<file path="src/plbc_pkg.sv">
// constants, field positions and carrier types of the led and transceiver control bank
package plbc_pkg;

    // ****************************************
    // clock and timing
    // ****************************************
    localparam int unsigned CLK_HZ = 20000000;
    localparam int unsigned STRETCH_TIME_MS = 50;
    localparam int unsigned STRETCH_CYCLES = (STRETCH_TIME_MS * (CLK_HZ / 1000));
    localparam int unsigned STRAP_SETTLE_CYCLES = 2;

    // ****************************************
    // register map
    // ****************************************
    localparam int unsigned REG_ADDR_W = 5;
    localparam int unsigned REG_DATA_W = 16;
    localparam logic [4:0] LED_OVERRIDE_CONTROL_ADDR = 5'h18;
    localparam logic [4:0] TRANSCEIVER_CONTROL_ADDR = 5'h19;
    localparam logic [15:0] REG_ZERO = 16'h0000;

    // led override control fields
    localparam int unsigned LOC_SPEED_EN_BIT = 5;
    localparam int unsigned LOC_LINK_EN_BIT = 4;
    localparam int unsigned LOC_ACT_EN_BIT = 3;
    localparam int unsigned LOC_SPEED_VAL_BIT = 2;
    localparam int unsigned LOC_LINK_VAL_BIT = 1;
    localparam int unsigned LOC_ACT_VAL_BIT = 0;
    localparam logic [2:0] LED_RESET = 3'h0;

    // transceiver control fields
    localparam int unsigned TC_AUTO_XOVER_BIT = 15;
    localparam int unsigned TC_FORCE_XOVER_BIT = 14;
    localparam int unsigned TC_PAUSE_RX_BIT = 13;
    localparam int unsigned TC_PAUSE_TX_BIT = 12;
    localparam int unsigned TC_INJECT_ERR_BIT = 11;
    localparam int unsigned TC_SEQ_SEL_BIT = 10;
    localparam int unsigned TC_PASS_BIT = 9;
    localparam int unsigned TC_RUN_BIT = 8;
    localparam int unsigned TC_STRETCH_BYP_BIT = 7;

    // pause advertisement fields, as bits 11:10 of the ability words
    localparam int unsigned ADV_SYM_PAUSE_BIT = 0;
    localparam int unsigned ADV_ASYM_DIR_BIT = 1;

    // one bit per led
    typedef struct packed {
        logic speed;
        logic link;
        logic activity;
    } plbc_led_t;

endpackage

</file>
<file path="src/plbc_led_stretch.sv">
// pulse stretcher for the three led indications with raw bypass
`timescale 1ns/10ps
module plbc_led_stretch #(
    parameter int unsigned STRETCH_CYCLES = plbc_pkg::STRETCH_CYCLES
) (
    // clock and reset
    input wire logic sys_clk_i,
    input wire logic rst_n_i,
    // control
    input wire logic bypass_i,
    // indications
    input wire plbc_pkg::plbc_led_t raw_i,
    output plbc_pkg::plbc_led_t led_o
);

    localparam int unsigned CNT_W = $clog2(STRETCH_CYCLES + 1);
    localparam logic [CNT_W-1:0] CNT_LOAD = CNT_W'(STRETCH_CYCLES);
    localparam logic [CNT_W-1:0] CNT_ZERO = '0;

    logic [2:0] raw_vec;
    logic [2:0] out_vec;

    assign raw_vec = raw_i;
    assign led_o = out_vec;

    // ****************************************
    // one stretch counter per led
    // ****************************************
    genvar g;
    generate
        for (g = 0; g < 3; g++) begin : g_led
            logic [CNT_W-1:0] cnt_reg;
            logic out_reg;

            // a short blip keeps the led lit for the whole stretch so the eye can see it
            always_ff @(posedge sys_clk_i or negedge rst_n_i) begin
                if (!rst_n_i) begin
                    cnt_reg <= CNT_ZERO;
                end else if (raw_vec[g]) begin
                    cnt_reg <= CNT_LOAD;
                end else if (cnt_reg != CNT_ZERO) begin
                    cnt_reg <= cnt_reg - 1'b1;
                end
            end

            always_ff @(posedge sys_clk_i or negedge rst_n_i) begin
                if (!rst_n_i) begin
                    out_reg <= 1'b0;
                end else if (bypass_i) begin
                    out_reg <= raw_vec[g];
                end else begin
                    out_reg <= raw_vec[g] | (cnt_reg != CNT_ZERO);
                end
            end

            assign out_vec[g] = out_reg;
        end
    endgenerate

endmodule // plbc_led_stretch

</file>
<file path="src/plbc_led_xover_bist_regs.sv">
// led override and transceiver control registers with led, crossover, pause and self-test logic
//
// Contract
// - led override bits 15:6 read zero, ignore writes
// - led register reads stored bits, not pins
// - bit 5 forces speed led from bit 2
// - bit 4 forces link led from bit 1
// - bit 3 forces activity led from bit 0
// - bit 15 auto crossover, reset from strap
// - bit 14 forces crossed line pairs
// - bit 13 resolved pause receive result
// - bit 12 resolved pause transmit result
// - pause results only for full duplex
// - bit 11 injects one error, self-clears
// - bit 9 pass, fail latched until stop
// - no error tally held here
// - bit 7 bypasses led stretching
`timescale 1ns/10ps
module plbc_led_xover_bist_regs #(
    parameter int unsigned STRETCH_CYCLES = plbc_pkg::STRETCH_CYCLES
) (
    // clock and reset
    input wire logic sys_clk_i,
    input wire logic rst_n_i,
    // management register port
    input wire logic [4:0] reg_addr_i,
    input wire logic reg_wr_i,
    input wire logic [15:0] reg_wdata_i,
    input wire logic reg_rd_i,
    output logic [15:0] reg_rdata_o,
    // strap pin
    input wire logic auto_crossover_strap_i,
    // normal led indications
    input wire plbc_pkg::plbc_led_t led_normal_i,
    // led pins
    output logic speed_led_out_o,
    output logic link_led_out_o,
    output logic activity_collision_led_out_o,
    // auto-negotiation results
    input wire logic [1:0] local_pause_adv_i,
    input wire logic [1:0] partner_pause_adv_i,
    input wire logic an_full_duplex_i,
    // crossover control
    output logic auto_crossover_en_o,
    output logic force_crossover_o,
    // self-test engine
    input wire logic selftest_error_i,
    output logic selftest_run_o,
    output logic selftest_sequence_select_o,
    output logic selftest_inject_error_o,
    // pause results for the mac
    output logic pause_rx_en_o,
    output logic pause_tx_en_o
);

    // ****************************************
    // declarations
    // ****************************************
    logic wr_led;
    logic wr_tc;
    logic [2:0] led_en_reg;
    logic [2:0] led_val_reg;
    logic strap_meta_reg;
    logic strap_sync_reg;
    logic [1:0] strap_cnt_reg;
    logic strap_done_reg;
    logic auto_crossover_en_reg;
    logic force_crossover_reg;
    logic inject_reg;
    logic seq_sel_reg;
    logic run_reg;
    logic fail_reg;
    logic pass_flag;
    logic bypass_reg;
    logic pause_rx_next;
    logic pause_tx_next;
    logic pause_rx_reg;
    logic pause_tx_reg;
    logic [15:0] led_word;
    logic [15:0] tc_word;
    logic [15:0] rdata_next;
    plbc_pkg::plbc_led_t stretched;
    plbc_pkg::plbc_led_t led_out_next;
    plbc_pkg::plbc_led_t led_out_reg;

    assign wr_led = reg_wr_i && (reg_addr_i == plbc_pkg::LED_OVERRIDE_CONTROL_ADDR);
    assign wr_tc = reg_wr_i && (reg_addr_i == plbc_pkg::TRANSCEIVER_CONTROL_ADDR);

    // ****************************************
    // led override control
    // ****************************************
    // only bits 5:0 are stored; the upper bits have no storage at all
    always_ff @(posedge sys_clk_i or negedge rst_n_i) begin
        if (!rst_n_i) begin
            led_en_reg <= plbc_pkg::LED_RESET;
            led_val_reg <= plbc_pkg::LED_RESET;
        end else if (wr_led) begin
            led_en_reg <= {reg_wdata_i[plbc_pkg::LOC_SPEED_EN_BIT], reg_wdata_i[plbc_pkg::LOC_LINK_EN_BIT],
                           reg_wdata_i[plbc_pkg::LOC_ACT_EN_BIT]};
            led_val_reg <= {reg_wdata_i[plbc_pkg::LOC_SPEED_VAL_BIT], reg_wdata_i[plbc_pkg::LOC_LINK_VAL_BIT],
                            reg_wdata_i[plbc_pkg::LOC_ACT_VAL_BIT]};
        end
    end

    // ****************************************
    // led path
    // ****************************************
    plbc_led_stretch #(
        .STRETCH_CYCLES(STRETCH_CYCLES)
    ) u_stretch (
        .sys_clk_i(sys_clk_i),
        .rst_n_i(rst_n_i),
        .bypass_i(bypass_reg),
        .raw_i(led_normal_i),
        .led_o(stretched)
    );

    // override acts after stretching so a forced value shows without delay
    always_comb begin
        led_out_next.speed = led_en_reg[2] ? led_val_reg[2] : stretched.speed;
        led_out_next.link = led_en_reg[1] ? led_val_reg[1] : stretched.link;
        led_out_next.activity = led_en_reg[0] ? led_val_reg[0] : stretched.activity;
    end

    always_ff @(posedge sys_clk_i or negedge rst_n_i) begin
        if (!rst_n_i) begin
            led_out_reg <= '0;
        end else begin
            led_out_reg <= led_out_next;
        end
    end

    assign speed_led_out_o = led_out_reg.speed;
    assign link_led_out_o = led_out_reg.link;
    assign activity_collision_led_out_o = led_out_reg.activity;

    // ****************************************
    // strap capture
    // ****************************************
    always_ff @(posedge sys_clk_i or negedge rst_n_i) begin
        if (!rst_n_i) begin
            strap_meta_reg <= 1'b0;
            strap_sync_reg <= 1'b0;
        end else begin
            strap_meta_reg <= auto_crossover_strap_i;
            strap_sync_reg <= strap_meta_reg;
        end
    end

    // wait for the synchroniser to fill before trusting the strap level
    always_ff @(posedge sys_clk_i or negedge rst_n_i) begin
        if (!rst_n_i) begin
            strap_cnt_reg <= 2'h0;
            strap_done_reg <= 1'b0;
        end else if (!strap_done_reg) begin
            strap_cnt_reg <= strap_cnt_reg + 1'b1;
            strap_done_reg <= (strap_cnt_reg == 2'(plbc_pkg::STRAP_SETTLE_CYCLES));
        end
    end

    // ****************************************
    // crossover control
    // ****************************************
    // a software write in the strap load cycle wins; a write earlier in the strap window is overwritten when the strap loads
    always_ff @(posedge sys_clk_i or negedge rst_n_i) begin
        if (!rst_n_i) begin
            auto_crossover_en_reg <= 1'b0;
        end else if (wr_tc) begin
            auto_crossover_en_reg <= reg_wdata_i[plbc_pkg::TC_AUTO_XOVER_BIT];
        end else if (!strap_done_reg && (strap_cnt_reg == 2'(plbc_pkg::STRAP_SETTLE_CYCLES))) begin
            auto_crossover_en_reg <= strap_sync_reg;
        end
    end

    // no check against auto-negotiation here; software keeps the two consistent
    always_ff @(posedge sys_clk_i or negedge rst_n_i) begin
        if (!rst_n_i) begin
            force_crossover_reg <= 1'b0;
        end else if (wr_tc) begin
            force_crossover_reg <= reg_wdata_i[plbc_pkg::TC_FORCE_XOVER_BIT];
        end
    end

    assign auto_crossover_en_o = auto_crossover_en_reg;
    assign force_crossover_o = force_crossover_reg;

    // ****************************************
    // pause resolution
    // ****************************************
    always_comb begin
        pause_rx_next = an_full_duplex_i && local_pause_adv_i[plbc_pkg::ADV_SYM_PAUSE_BIT]
                        && (partner_pause_adv_i[plbc_pkg::ADV_SYM_PAUSE_BIT]
                            || (local_pause_adv_i[plbc_pkg::ADV_ASYM_DIR_BIT]
                                && partner_pause_adv_i[plbc_pkg::ADV_ASYM_DIR_BIT]));
        pause_tx_next = an_full_duplex_i && partner_pause_adv_i[plbc_pkg::ADV_SYM_PAUSE_BIT]
                        && (local_pause_adv_i[plbc_pkg::ADV_SYM_PAUSE_BIT]
                            || (local_pause_adv_i[plbc_pkg::ADV_ASYM_DIR_BIT]
                                && partner_pause_adv_i[plbc_pkg::ADV_ASYM_DIR_BIT]));
    end

    always_ff @(posedge sys_clk_i or negedge rst_n_i) begin
        if (!rst_n_i) begin
            pause_rx_reg <= 1'b0;
            pause_tx_reg <= 1'b0;
        end else begin
            pause_rx_reg <= pause_rx_next;
            pause_tx_reg <= pause_tx_next;
        end
    end

    assign pause_rx_en_o = pause_rx_reg;
    assign pause_tx_en_o = pause_tx_reg;

    // ****************************************
    // self-test control
    // ****************************************
    always_ff @(posedge sys_clk_i or negedge rst_n_i) begin
        if (!rst_n_i) begin
            run_reg <= 1'b0;
            seq_sel_reg <= 1'b0;
            bypass_reg <= 1'b0;
        end else if (wr_tc) begin
            run_reg <= reg_wdata_i[plbc_pkg::TC_RUN_BIT];
            seq_sel_reg <= reg_wdata_i[plbc_pkg::TC_SEQ_SEL_BIT];
            bypass_reg <= reg_wdata_i[plbc_pkg::TC_STRETCH_BYP_BIT];
        end
    end

    // the bit itself is the one-cycle error strobe, so one write gives exactly one error
    always_ff @(posedge sys_clk_i or negedge rst_n_i) begin
        if (!rst_n_i) begin
            inject_reg <= 1'b0;
        end else begin
            inject_reg <= wr_tc && reg_wdata_i[plbc_pkg::TC_INJECT_ERR_BIT];
        end
    end

    // only the fail latch lives here; error counting belongs to the diagnostic register
    always_ff @(posedge sys_clk_i or negedge rst_n_i) begin
        if (!rst_n_i) begin
            fail_reg <= 1'b0;
        end else if (!run_reg) begin
            fail_reg <= 1'b0;
        end else if (selftest_error_i) begin
            fail_reg <= 1'b1;
        end
    end

    assign pass_flag = run_reg && !fail_reg;
    assign selftest_run_o = run_reg;
    assign selftest_sequence_select_o = seq_sel_reg;
    assign selftest_inject_error_o = inject_reg;

    // ****************************************
    // register read
    // ****************************************
    always_comb begin
        led_word = plbc_pkg::REG_ZERO;
        led_word[plbc_pkg::LOC_SPEED_EN_BIT] = led_en_reg[2];
        led_word[plbc_pkg::LOC_LINK_EN_BIT] = led_en_reg[1];
        led_word[plbc_pkg::LOC_ACT_EN_BIT] = led_en_reg[0];
        led_word[plbc_pkg::LOC_SPEED_VAL_BIT] = led_val_reg[2];
        led_word[plbc_pkg::LOC_LINK_VAL_BIT] = led_val_reg[1];
        led_word[plbc_pkg::LOC_ACT_VAL_BIT] = led_val_reg[0];
        tc_word = plbc_pkg::REG_ZERO;
        tc_word[plbc_pkg::TC_AUTO_XOVER_BIT] = auto_crossover_en_reg;
        tc_word[plbc_pkg::TC_FORCE_XOVER_BIT] = force_crossover_reg;
        tc_word[plbc_pkg::TC_PAUSE_RX_BIT] = pause_rx_reg;
        tc_word[plbc_pkg::TC_PAUSE_TX_BIT] = pause_tx_reg;
        tc_word[plbc_pkg::TC_INJECT_ERR_BIT] = inject_reg;
        tc_word[plbc_pkg::TC_SEQ_SEL_BIT] = seq_sel_reg;
        tc_word[plbc_pkg::TC_PASS_BIT] = pass_flag;
        tc_word[plbc_pkg::TC_RUN_BIT] = run_reg;
        tc_word[plbc_pkg::TC_STRETCH_BYP_BIT] = bypass_reg;
        case (reg_addr_i)
            plbc_pkg::LED_OVERRIDE_CONTROL_ADDR: begin
                rdata_next = led_word;
            end
            plbc_pkg::TRANSCEIVER_CONTROL_ADDR: begin
                rdata_next = tc_word;
            end
            default: begin
                rdata_next = plbc_pkg::REG_ZERO;
            end
        endcase
    end

    // read data holds until the next read
    always_ff @(posedge sys_clk_i or negedge rst_n_i) begin
        if (!rst_n_i) begin
            reg_rdata_o <= plbc_pkg::REG_ZERO;
        end else if (reg_rd_i) begin
            reg_rdata_o <= rdata_next;
        end
    end

endmodule // plbc_led_xover_bist_regs

</file>
<file path="config.mk">
export PLATFORM = sky130hd
export DESIGN_NAME = plbc_led_xover_bist_regs
export DESIGN_NICKNAME = d
export VERILOG_FILES = /design/src/plbc_pkg.sv /design/src/plbc_led_stretch.sv /design/src/plbc_led_xover_bist_regs.sv
export SDC_FILE = /design/constraint.sdc
export NUM_CORES = 1
export LEC_CHECK = 0
export BUFFER_PORTS_ARGS = -buffer_cell sky130_fd_sc_hd__buf_2
export CORE_MARGIN = 8
export CORE_UTILIZATION = 25
export DETAILED_ROUTE_END_ITERATION = 16
export PLACE_DENSITY = 0.45
export SYNTH_ARGS = -nofsm -noshare
export SYNTH_HDL_FRONTEND = slang
export SYNTH_HIERARCHICAL = 1
export SYNTH_SLANG_ARGS = --single-unit
</file>
<file path="constraint.sdc">
create_clock -name sys_clk_i -period 2.25 [get_ports sys_clk_i]
set_input_delay 0.1125 -clock sys_clk_i [delete_from_list [all_inputs] [get_ports sys_clk_i]]
set_output_delay 0.1125 -clock sys_clk_i [all_outputs]
set_load 0.03 [all_outputs]
</file>
* Yosys cells after proc, flatten, opt, wreduce, memory -nomap -nowiden
Cells that the tools add are included.
** Storage, ports and cells
- Register bits after elaboration :: 102
- Latch bits :: 0
- Bits in writable memories :: 0
- ROM bits :: 0
- Memories kept :: 0
** Operators by class
- Add/subtract/negate cells :: 4
- Multipliers :: 0
- Div/mod/pow operators :: 0
- Magnitude comparators :: 0
- Equal/unequal tests :: 4
- Shift-type cells :: 0
- Muxes and demuxes :: 18
- Bitwise logic cells :: 3
- Reductions and logical operators :: 21
** Operators with widths (number)
- two-way mux 20 bit :: 6
- nonzero test 20 bit :: 3
- subtractor 20 x 1 -> 20 bit (second input constant) :: 3
- one-hot mux 16 bit (2 select lines) :: 1
- two-way mux 1 bit :: 11
- == test 5 bit (second input constant) :: 2
- logical AND 1 bit :: 10
- nonzero test 2 bit :: 4
- bitwise OR 1 bit :: 3
- adder 2 x 1 -> 2 bit (second input constant) :: 1
- == test 2 bit (second input constant) :: 1
- logical NOT 1 bit :: 2
- logical OR 1 bit :: 2
- inequality test 2 bit (second input constant) :: 1

* Depth between registers and ports, before layout
Gate-level depths: netlist (run 1).
- Depth after elaboration :: 4
- Mapped depth :: 8
- Depth with buffers taken out :: 7

* Modules after synthesis
The synthesis (run 1) kept the hierarchy.
** Modules (own cells, without submodules)
- plbc_led_stretch :: times used 1, cells an instance 358, area an instance 3427.0 um^2, seq. area each 1576.5 um^2
- plbc_led_xover_bist_regs :: times used 1, cells an instance 95, area an instance 1471.4 um^2, seq. area each 950.9 um^2

* Least setup slack after synthesis (run 1)
No wires, ideal clock.
- Path type :: register to register
- Start :: reg u_stretch.g_led[2].cnt_reg[14]
- End :: reg u_stretch.g_led[2].cnt_reg[19]
- Arrival time :: 1.900 ns
- Data required time :: 2.119 ns
- Setup slack :: 0.218 ns
- Cell stages (with the launch flop) :: 6
- Path buffers :: 0
- Cell sequence :: dfrtp_1 > or4_4 > nor4_1 > nand4_1 > o21a_1 > or3_1
** Between the ends
- Cells in the longest elaborated chain, start to end :: 3
- Elaborated cells on any way between the ends :: 5
- Classes of those cells :: add/sub: 1; mux: 2; reduce/logical: 2
** Ends and longest elaborated chain
- from (decl) :: line plbc_led_stretch.sv:32 : logic [CNT_W-1:0] cnt_reg;
- from (signal assigned) :: line plbc_led_stretch.sv:42 : cnt_reg <= cnt_reg - 1'b1;
- subtractor 20 x 1 -> 20 bit :: line plbc_led_stretch.sv:42
- two-way mux 20 bit :: line plbc_led_stretch.sv:41 : end else if (cnt_reg != CNT_ZERO) begin
- two-way mux 20 bit :: line plbc_led_stretch.sv:39 : end else if (raw_vec[g]) begin
Several ways; a longest one is shown, not always the timed one. The select of a mux whose other input is x is not followed.
A chain may end at the register's enable or synchronous reset.

* Final worst setup path (run 1)
- Start :: reg u_stretch.g_led[1].cnt_reg[8]
- End :: reg u_stretch.g_led[1].cnt_reg[1]
** Between the ends
- Cells in the longest elaborated chain, start to end :: 2
** Ends and longest elaborated chain (line)
- from (decl) :: plbc_led_stretch.sv:32
- from (signal assigned) :: plbc_led_stretch.sv:42
- nonzero test 20 bit :: plbc_led_stretch.sv:41
- nonzero test 2 bit (no line)
Every way passes these cells.

==> flow_summary.toml, run 1 <==
[run]
maxCapViolations = 0

[clocking]
cts_max_level = 3
insertion_delay_ns = 0.36
cts_buffer_depth = 2
cts_buffers = 9
cts.sinks = 101
clk_pin_slew_ns = 0.08
tritoncts = "yes"
cts_root_buf = "clkbuf_16"

[placement]
io_buffers = 55
gp_congestion = 0.742
hpwl_um = 7640
place_ws_ns = 0.0677

[sta]
max_slew_margin = 0.603
final.setup.worst_slack_ns = 0.108
final_hold_viol_count = 0
rsz0062_at_grt = "no"
finalMaxSlewViolations = 0
min_period_over_period = 0.952
min_period_ns = 2.14
worst_pin_slew_ns = 0.595
setup_tns_ns = 0
fmax_ghz = 0.467
finalClockSkew_ns = 0.00924
setup_violations = 0

[layout]
diodes = 0
fin_nets = 585
drive_gt1_frac = 0.254
largest_reg_flops = 60
layout_commonest_cell = "dfrtp_1"
syn_to_final_growth_pct = 25.4
layout_common_cells = "101 x dfrtp_1, 61 x nor2_1, 54 x buf_2"

[global_routing]
overflow = 0
grt_max_degree = 69
first_global_vias = 3712
grt_pass1_wl_um = 18600
track_usage = 0.0948
antenna_found_initial = 0

[synthesis]
ys_seq_area_frac = 0.516
syn_area_mm2 = 0.00490
avgSynthCellArea_um2 = 10.8
synth-seq-cells = 101
synth_nets = 495
ys.flop_type = "dfrtp_1"
synth_cells = 453
ys_types = 57
synth_edf_count = 0
synthArstFlopShare = 1.00
ys_warn_count = 6

[die]
die-area_mm2 = 0.0243
fp.dieH_um = 156
num_rows = 51
dieWidth_um = 156
coreArea_mm2 = 0.0193
start_util = 0.253
io_pins = 61

[detailed_routing]
totalWireLength_um = 11000
avgRoutedWirePerCell_um = 13.5
vias_per_cell = 4.46
vias = 3630
dr.pass1.iters = 4
first_iter_violations = 121
detail-route-antenna-nets = 0
drc = 0

[hold_path]
worst_hold_path_type = "primary input to flip-flop"

[power_and_ir_drop]
power_leakage_uw = 0.00258
peakVddDrop_uv = 319
p_per_area_mw_per_mm2 = 734

[worst_setup_path]
critPathKind = "flip-flop to flip-flop"
crit_arrival_ns = 2.41
start_kind = "flip-flop"
worstPathMaxFanout = 6
cp_data_required_time_ns = 2.52
cp-end-kind = "flip-flop"

[run_status]
status = "finished clean"
## per-stage QoR
step                      hold WS, ns  cell area, um^2  instances  power (uW)  utilization
after detailed placement       0.0974             5600        777        2900        0.289
final                          0.0137             6140        813        4510        0.318
after global routing           0.0288             6140        813        4780        0.318
after CTS                     0.00114             6110        813        4590        0.316
after global placement         0.0856             5600        777        2880        0.289
after floorplan                -0.183             4900        453        2640            -
## cell type report
cell class	instances	area [um^2]
inverters	10	37.5
repair buffers	100	678
clock inverters	7	86.3
well taps	265	332
flip-flops and latches	101	2530
clock buffers	9	225
fillers	1968	13200
multi-input cells	321	2260
## critical path: stages, from the launching register on
cell,delay [ns]
dfrtp_1,0.39
or4_4,0.58
or3_1,0.44
nor2_1,0.31
nor2b_1,0.09
a211oi_1,0.24
## cell usage after synthesis, drive strengths merged, types with 2 or more instances
master,count,area share
o21ai,16,0.016
nand4,10,0.013
buf,9,0.014
a22o,14,0.025
mux2,16,0.041
a21o,2,0.0031
nand3b,5,0.010
nor2b,7,0.0089
inv,10,0.0077
nor2,62,0.048
a211oi,6,0.0092
nor4b,4,0.0084
o21bai,2,0.0031
ha,7,0.018
mux2i,3,0.0061
nand2,10,0.0077
or3,7,0.0092
xor2,25,0.045
xnor2,17,0.030
and2,2,0.0028
clkbuf,12,0.0092
dfrtp,101,0.52
nor4,15,0.027
or2,6,0.0082
nand4b,4,0.0072
nor3,16,0.016
or4,7,0.012
a31oi,2,0.0026
o21a,2,0.0031
o211ai,5,0.0077
nand3,5,0.0051
a21oi,15,0.015
or3b,2,0.0036
and3,4,0.0054
nand2b,15,0.019
## timing repair
item                                   4_1_cts  5_1_grt
endpoints found under the hold margin       49        0
gates resized for setup                      0        7
hold buffers                                20        0
setup endpoints to repair                    0        9
setup buffers                                0        0
## cells by family after synthesis
| group | after synthesis | synth area share |
|---|---|---|
| buffers and inverters | 31 | 0.0307 |
| muxes | 19 | 0.0467 |
| and+or+nand+nor | 185 | 0.222 |
| adders and majority gates | 7 | 0.0179 |
| other | 1 | 0.000766 |
| xor gates and xnor gates | 42 | 0.0751 |
| AOI/OAI and AO/OA | 67 | 0.0909 |
| DFF | 101 | 0.516 |
## final timing paths
kind | from | endpoint | slack [ns] | depth (start not counted)
worst max-delay path | u_stretch/g_led[1].cnt_reg[8] | u_stretch/g_led[1].cnt_reg[1] | 0.11 | 5
max in group asynchronous | rst_n_i | u_stretch/g_led[0].cnt_reg[8] | 1.29 | 3
worst min-delay path | partner_pause_adv_i[1] | pause_tx_en_o | 0.01 | 3
min in group asynchronous | rst_n_i | reg_rdata_o[8] | 0.23 | 2
worst min register to register | strap_meta_reg | strap_sync_reg | 0.36 | 0
worst max register to register | u_stretch/g_led[1].cnt_reg[8] | u_stretch/g_led[1].cnt_reg[1] | 0.11 | 5
## report_power, final
group	total (uW)	switching (uW)	internal, uW
clock	1620	817	806
combinational	790	434	355
sequential	2100	133	1970
## metal layers
layer  up-vias  GRT usage  wire [um]
met3        13     0.0235        552
met5         -          0          0
li1       1779          -          -
met4         0     0.0416        201
met1      1781      0.121       5100
met2        57      0.149       5110
Power figures use the tool's default switching activity.
==> run 2, diff against run 1 <==
RECOVER_POWER = 100   (was unset)
==> flow_summary.toml, run 2 (synthesized netlist as in run 1, its figures left out) <==
[run]
maxCapViolations = 0

[layout]
syn_to_final_growth_pct = 23.2
layout_commonest_cell = "dfrtp_1"
diodes = 0
layout_common_cells = "101 x dfrtp_1, 61 x nor2_1, 30 x clkbuf_1"
largest_reg_flops = 60
fin_nets = 585
post_layout_nonfiller_instances = 813
drive_gt1_frac = 0.179

[sta]
rsz0062_at_grt = "no"
min_period_ns = 2.13
finalMaxSlewViolations = 0
setup_tns_ns = 0
setup_violations = 0
final_hold_viol_count = 0
min_period_over_period = 0.945
max_slew_margin = 0.405
worst_pin_slew_ns = 0.893
finalClockSkew_ns = 0.0108
fmax_ghz = 0.470

[power_and_ir_drop]
peakVddDrop_uv = 319
p_seq_frac = 0.468
switchingPower_uw = 1390
pwr-share-clk = 0.362
swShare = 0.309
power_leakage_uw = 0.00243
p_int_uw = 3100
p_comb_frac = 0.170
p_per_area_mw_per_mm2 = 743

[detailed_routing]
detail-route-antenna-nets = 0
totalWireLength_um = 11000
drc = 0
vias_per_cell = 4.48
dr.pass1.iters = 4
first_iter_violations = 142
avgRoutedWirePerCell_um = 13.6
vias = 3639

[clocking]
cts_max_level = 3
cts_buffers = 9
cts.sinks = 101
insertion_delay_ns = 0.37
cts_setup_buffers = 0
cts_buffer_depth = 2
clk_pin_slew_ns = 0.08
cts_root_buf = "clkbuf_16"
tritoncts = "yes"

[worst_setup_path]
start_kind = "flip-flop"
crit_arrival_ns = 2.40
regToRegSetupSlack_ns = 0.12
critPathKind = "flip-flop to flip-flop"
r2r_end = "u_stretch/g_led[1].cnt_reg[1]"
worstPathMaxFanout = 6
cp_data_required_time_ns = 2.52
cp-end-kind = "flip-flop"
r2r_start = "u_stretch/g_led[1].cnt_reg[7]"
reg2regPathDepth = 5

[hold_path]
hold_path_depth = 3
min_to = "pause_tx_en_o"
worst_hold_startpoint = "partner_pause_adv_i[1]"
worst_hold_path_type = "primary input to flip-flop"

[global_routing]
grt_max_degree = 69
first_global_vias = 3712
track_usage = 0.0948
grt_pass1_wl_um = 18600
antenna_found_initial = 0
overflow = 0

[placement]
io_buffers = 55
hpwl_um = 7640
placed_cells = 777
gp_congestion = 0.742

[die]
num_rows = 51
start_util = 0.253
coreArea_mm2 = 0.0193
dieWidth_um = 156
fp.dieH_um = 156
die-area_mm2 = 0.0243
io_pins = 61

[run_status]
status = "finished clean"
## run 2: cell types whose count changed in the layout (fill, tap and decap cells not counted), moves of 5 or more
cell      change
buf_2        -26
buf_4         -5
clkbuf_1     +30
mux2_1        +5
mux2_4        -5
## run 2: cell type report
class	instances	area [um^2]
Multi-Input combinational cell	321	2200
Inverter	10	37.5
Clock inverter	7	86.3
Tap cell	265	332
Fill cell	1999	13300
Clock buffer	9	225
Timing Repair Buffer	100	628
Sequential cell	101	2530
## run 2: what timing repair did
item	4_1_cts	5_1_grt
endpoints found under the hold margin	49	0
resized for setup	0	7
setup endpoints to repair	0	9
hold buffers	20	0
## run 2: how the worst max path moves through the flow
stage,depth (start not counted),to,from
finish,5,u_stretch/g_led[1].cnt_reg[1],u_stretch/g_led[1].cnt_reg[7]
CTS,8,u_stretch/g_led[2].cnt_reg[14],u_stretch/g_led[2].cnt_reg[0]
floorplan,5,u_stretch/g_led[2].cnt_reg[19],u_stretch/g_led[2].cnt_reg[14]
global placement,8,u_stretch/g_led[2].cnt_reg[14],u_stretch/g_led[2].cnt_reg[0]
detailed placement,8,u_stretch/g_led[2].cnt_reg[14],u_stretch/g_led[2].cnt_reg[0]
global route,5,u_stretch/g_led[2].cnt_reg[15],u_stretch/g_led[2].cnt_reg[4]
## run 2: power by group through the flow
stage               Combinational [uW]  Sequential (uW)  Clock, uW
floorplan                          459             2180          0
global placement                   750             2130          0
detailed placement                 761             2130          0
CTS                                795             2100       1690
global route                       855             2130       1770
finish                             762             2100       1620
## run 2: layer usage
| metal | GRT usage | vias to the layer above | part of all wire |
|---|---|---|---|
| li1 | - | 1779 | - |
| met1 | 0.121 | 1788 | 0.47 |
| met2 | 0.149 | 59 | 0.46 |
| met3 | 0.0235 | 13 | 0.051 |
| met4 | 0.0416 | 0 | 0.018 |
| met5 | 0 | - | 0 |
## run 2: per-stage QoR
| stage | setup WS [ns] | hold slack, ns | area, um^2 | total power [uW] | util |
|---|---|---|---|---|---|
| after floorplan | 0.218 | -0.183 | 4900 | 2640 | - |
| after detailed placement | 0.0677 | 0.0974 | 5600 | 2900 | 0.289 |
| final | 0.123 | 0.0135 | 6040 | 4490 | 0.312 |
| after global routing | 0.0127 | 0.0288 | 6040 | 4750 | 0.312 |
| after CTS | 0.0315 | 0.00114 | 6110 | 4590 | 0.316 |
| after global placement | 0.104 | 0.0856 | 5600 | 2880 | 0.289 |
## run 2: worst max-delay path, stage by stage (launching register included)
cell and delay, ns:
dfrtp_1 0.41, or4_4 0.56, or3_1 0.43, nor2_1 0.30, nor2b_1 0.09, a211oi_1 0.24
==> run 3, diff against run 2 <==
==> constraint.sdc (replaced) <==
create_clock -name sys_clk_i -period 2.25 [get_ports sys_clk_i]
set_input_delay 0.675 -clock sys_clk_i [delete_from_list [all_inputs] [get_ports sys_clk_i]]
set_output_delay 0.675 -clock sys_clk_i [all_outputs]
set_load 0.03 [all_outputs]
==> flow_summary.toml, run 3 (synthesized netlist as in run 1, its figures left out) <==
[run_status]
status = "finished clean"

[clocking]
cts_buffers = 9
cts.sinks = 101
insertion_delay_ns = 0.36
tritoncts = "yes"
cts_setup_buffers = 0
ctsHoldBuffers = 0
cts_max_level = 3
clk_pin_slew_ns = 0.08
cts_buffer_depth = 2
cts_root_buf = "clkbuf_16"

[power_and_ir_drop]
switchingPower_uw = 1330
swShare = 0.302
p_seq_frac = 0.475
pwr-share-clk = 0.355
peakVddDrop_uv = 292
p_int_uw = 3080
power_leakage_uw = 0.00237
p_comb_frac = 0.170
p_per_area_mw_per_mm2 = 757

[detailed_routing]
first_iter_violations = 138
dr.pass1.iters = 4
drc = 0
detail-route-antenna-nets = 0
avgRoutedWirePerCell_um = 13.1
vias_per_cell = 4.45
totalWireLength_um = 10500
vias = 3554

[sta]
setup_tns_ns = 0
setup_violations = 0
max_slew_margin = 0.452
worst_pin_slew_ns = 0.822
min_period_over_period = 0.963
rsz0062_at_grt = "no"
finalMaxSlewViolations = 0
finalClockSkew_ns = 0.0118
min_period_ns = 2.17
fmax_ghz = 0.461
final_hold_viol_count = 0

[placement]
io_buffers = 55
placed_area_mm2 = 0.00564
hpwl_um = 7620
gp_congestion = 0.754

[die]
fp.dieH_um = 156
io_pins = 61
die-area_mm2 = 0.0243
dieWidth_um = 156
coreArea_mm2 = 0.0193
start_util = 0.253
num_rows = 51

[worst_setup_path]
critPathKind = "flip-flop to flip-flop"
cp-end-kind = "flip-flop"
regToRegSetupSlack_ns = 0.08
crit_arrival_ns = 2.40
reg2regPathDepth = 5
worstPathMaxFanout = 6
start_kind = "flip-flop"
cp_data_required_time_ns = 2.48

[layout]
layout_commonest_cell = "dfrtp_1"
layout_common_cells = "101 x dfrtp_1, 62 x nor2_1, 31 x clkbuf_1"
fin_nets = 571
largest_reg_flops = 60
diodes = 0
final_area_mm2 = 0.00584
drive_gt1_frac = 0.191
syn_to_final_growth_pct = 19.1

[global_routing]
grt_max_degree = 35
first_global_vias = 3613
grt_pass1_wl_um = 17900
antenna_found_initial = 0
overflow = 0
track_usage = 0.0899

[run]
maxCapViolations = 0

[hold_path]
worst_hold_path_type = "flip-flop to flip-flop"
hold_path_depth = 0
[run 3: final cells by class]
cell class / instances / area (um^2)
tap: 265 / 332
timing repair buffer: 86 / 444
sequential: 101 / 2530
fill: 2039 / 13500
inverter: 10 / 37.5
clock inverter: 7 / 71.3
multi-input combinational: 321 / 2200
clock buffer: 9 / 225
[run 3: worst paths after layout]
| path | to | startpoint |
|---|---|---|
| worst max-delay path | u_stretch/g_led[1].cnt_reg[19] | u_stretch/g_led[1].cnt_reg[7] |
| worst min-delay path | strap_sync_reg | strap_meta_reg |
| worst max register to register | u_stretch/g_led[1].cnt_reg[19] | u_stretch/g_led[1].cnt_reg[7] |
| worst min register to register | strap_sync_reg | strap_meta_reg |
| max in group asynchronous | u_stretch/g_led[2].cnt_reg[12] | rst_n_i |
| min in group asynchronous | reg_rdata_o[11] | rst_n_i |
[run 3: through the flow]
step / hold WS, ns / setup WS (ns) / instances / util / total power, uW
5_1_grt: 0.378 / 0.00597 / 799 / 0.302 / 4670
6_report: 0.360 / 0.0827 / 799 / 0.302 / 4420
4_1_cts: 0.259 / 0.0684 / 799 / 0.307 / 4530
3_3_place_gp: 0.339 / 0.0975 / 783 / 0.292 / 2900
2_1_floorplan: 0.331 / 0.218 / 453 / - / 2640
3_5_place_dp: 0.346 / 0.0739 / 783 / 0.292 / 2920
[run 3: what timing repair did]
item / in CTS / in global routing
endpoints found under the hold margin: 0 / 0
endpoints found under the setup margin: 0 / 12
resized for setup: 0 / 4
[run 3: power by group through the flow]
stage                     Combinational, uW  Sequential, uW  Clock [uW]
after floorplan                         459            2180           0
after global placement                  777            2130           0
after detailed placement                787            2130           0
after CTS                               793            2100        1640
after global routing                    835            2120        1710
final                                   751            2100        1570
[run 3: worst max-delay path, cell delays in order, from the launching register on]
cell and delay (ns):
dfrtp_1 0.41, or4_4 0.56, or4_1 0.56, nor2_1 0.25
and3_1 0.20, o21bai_1 0.06
[run 3: per-layer routing]
layer	global-route usage	wire [um]	vias to the layer above
met1	0.116	5100	1745
met2	0.141	4760	45
met5	0	0	-
met4	0.0393	154	0
li1	-	-	1756
met3	0.0211	475	8
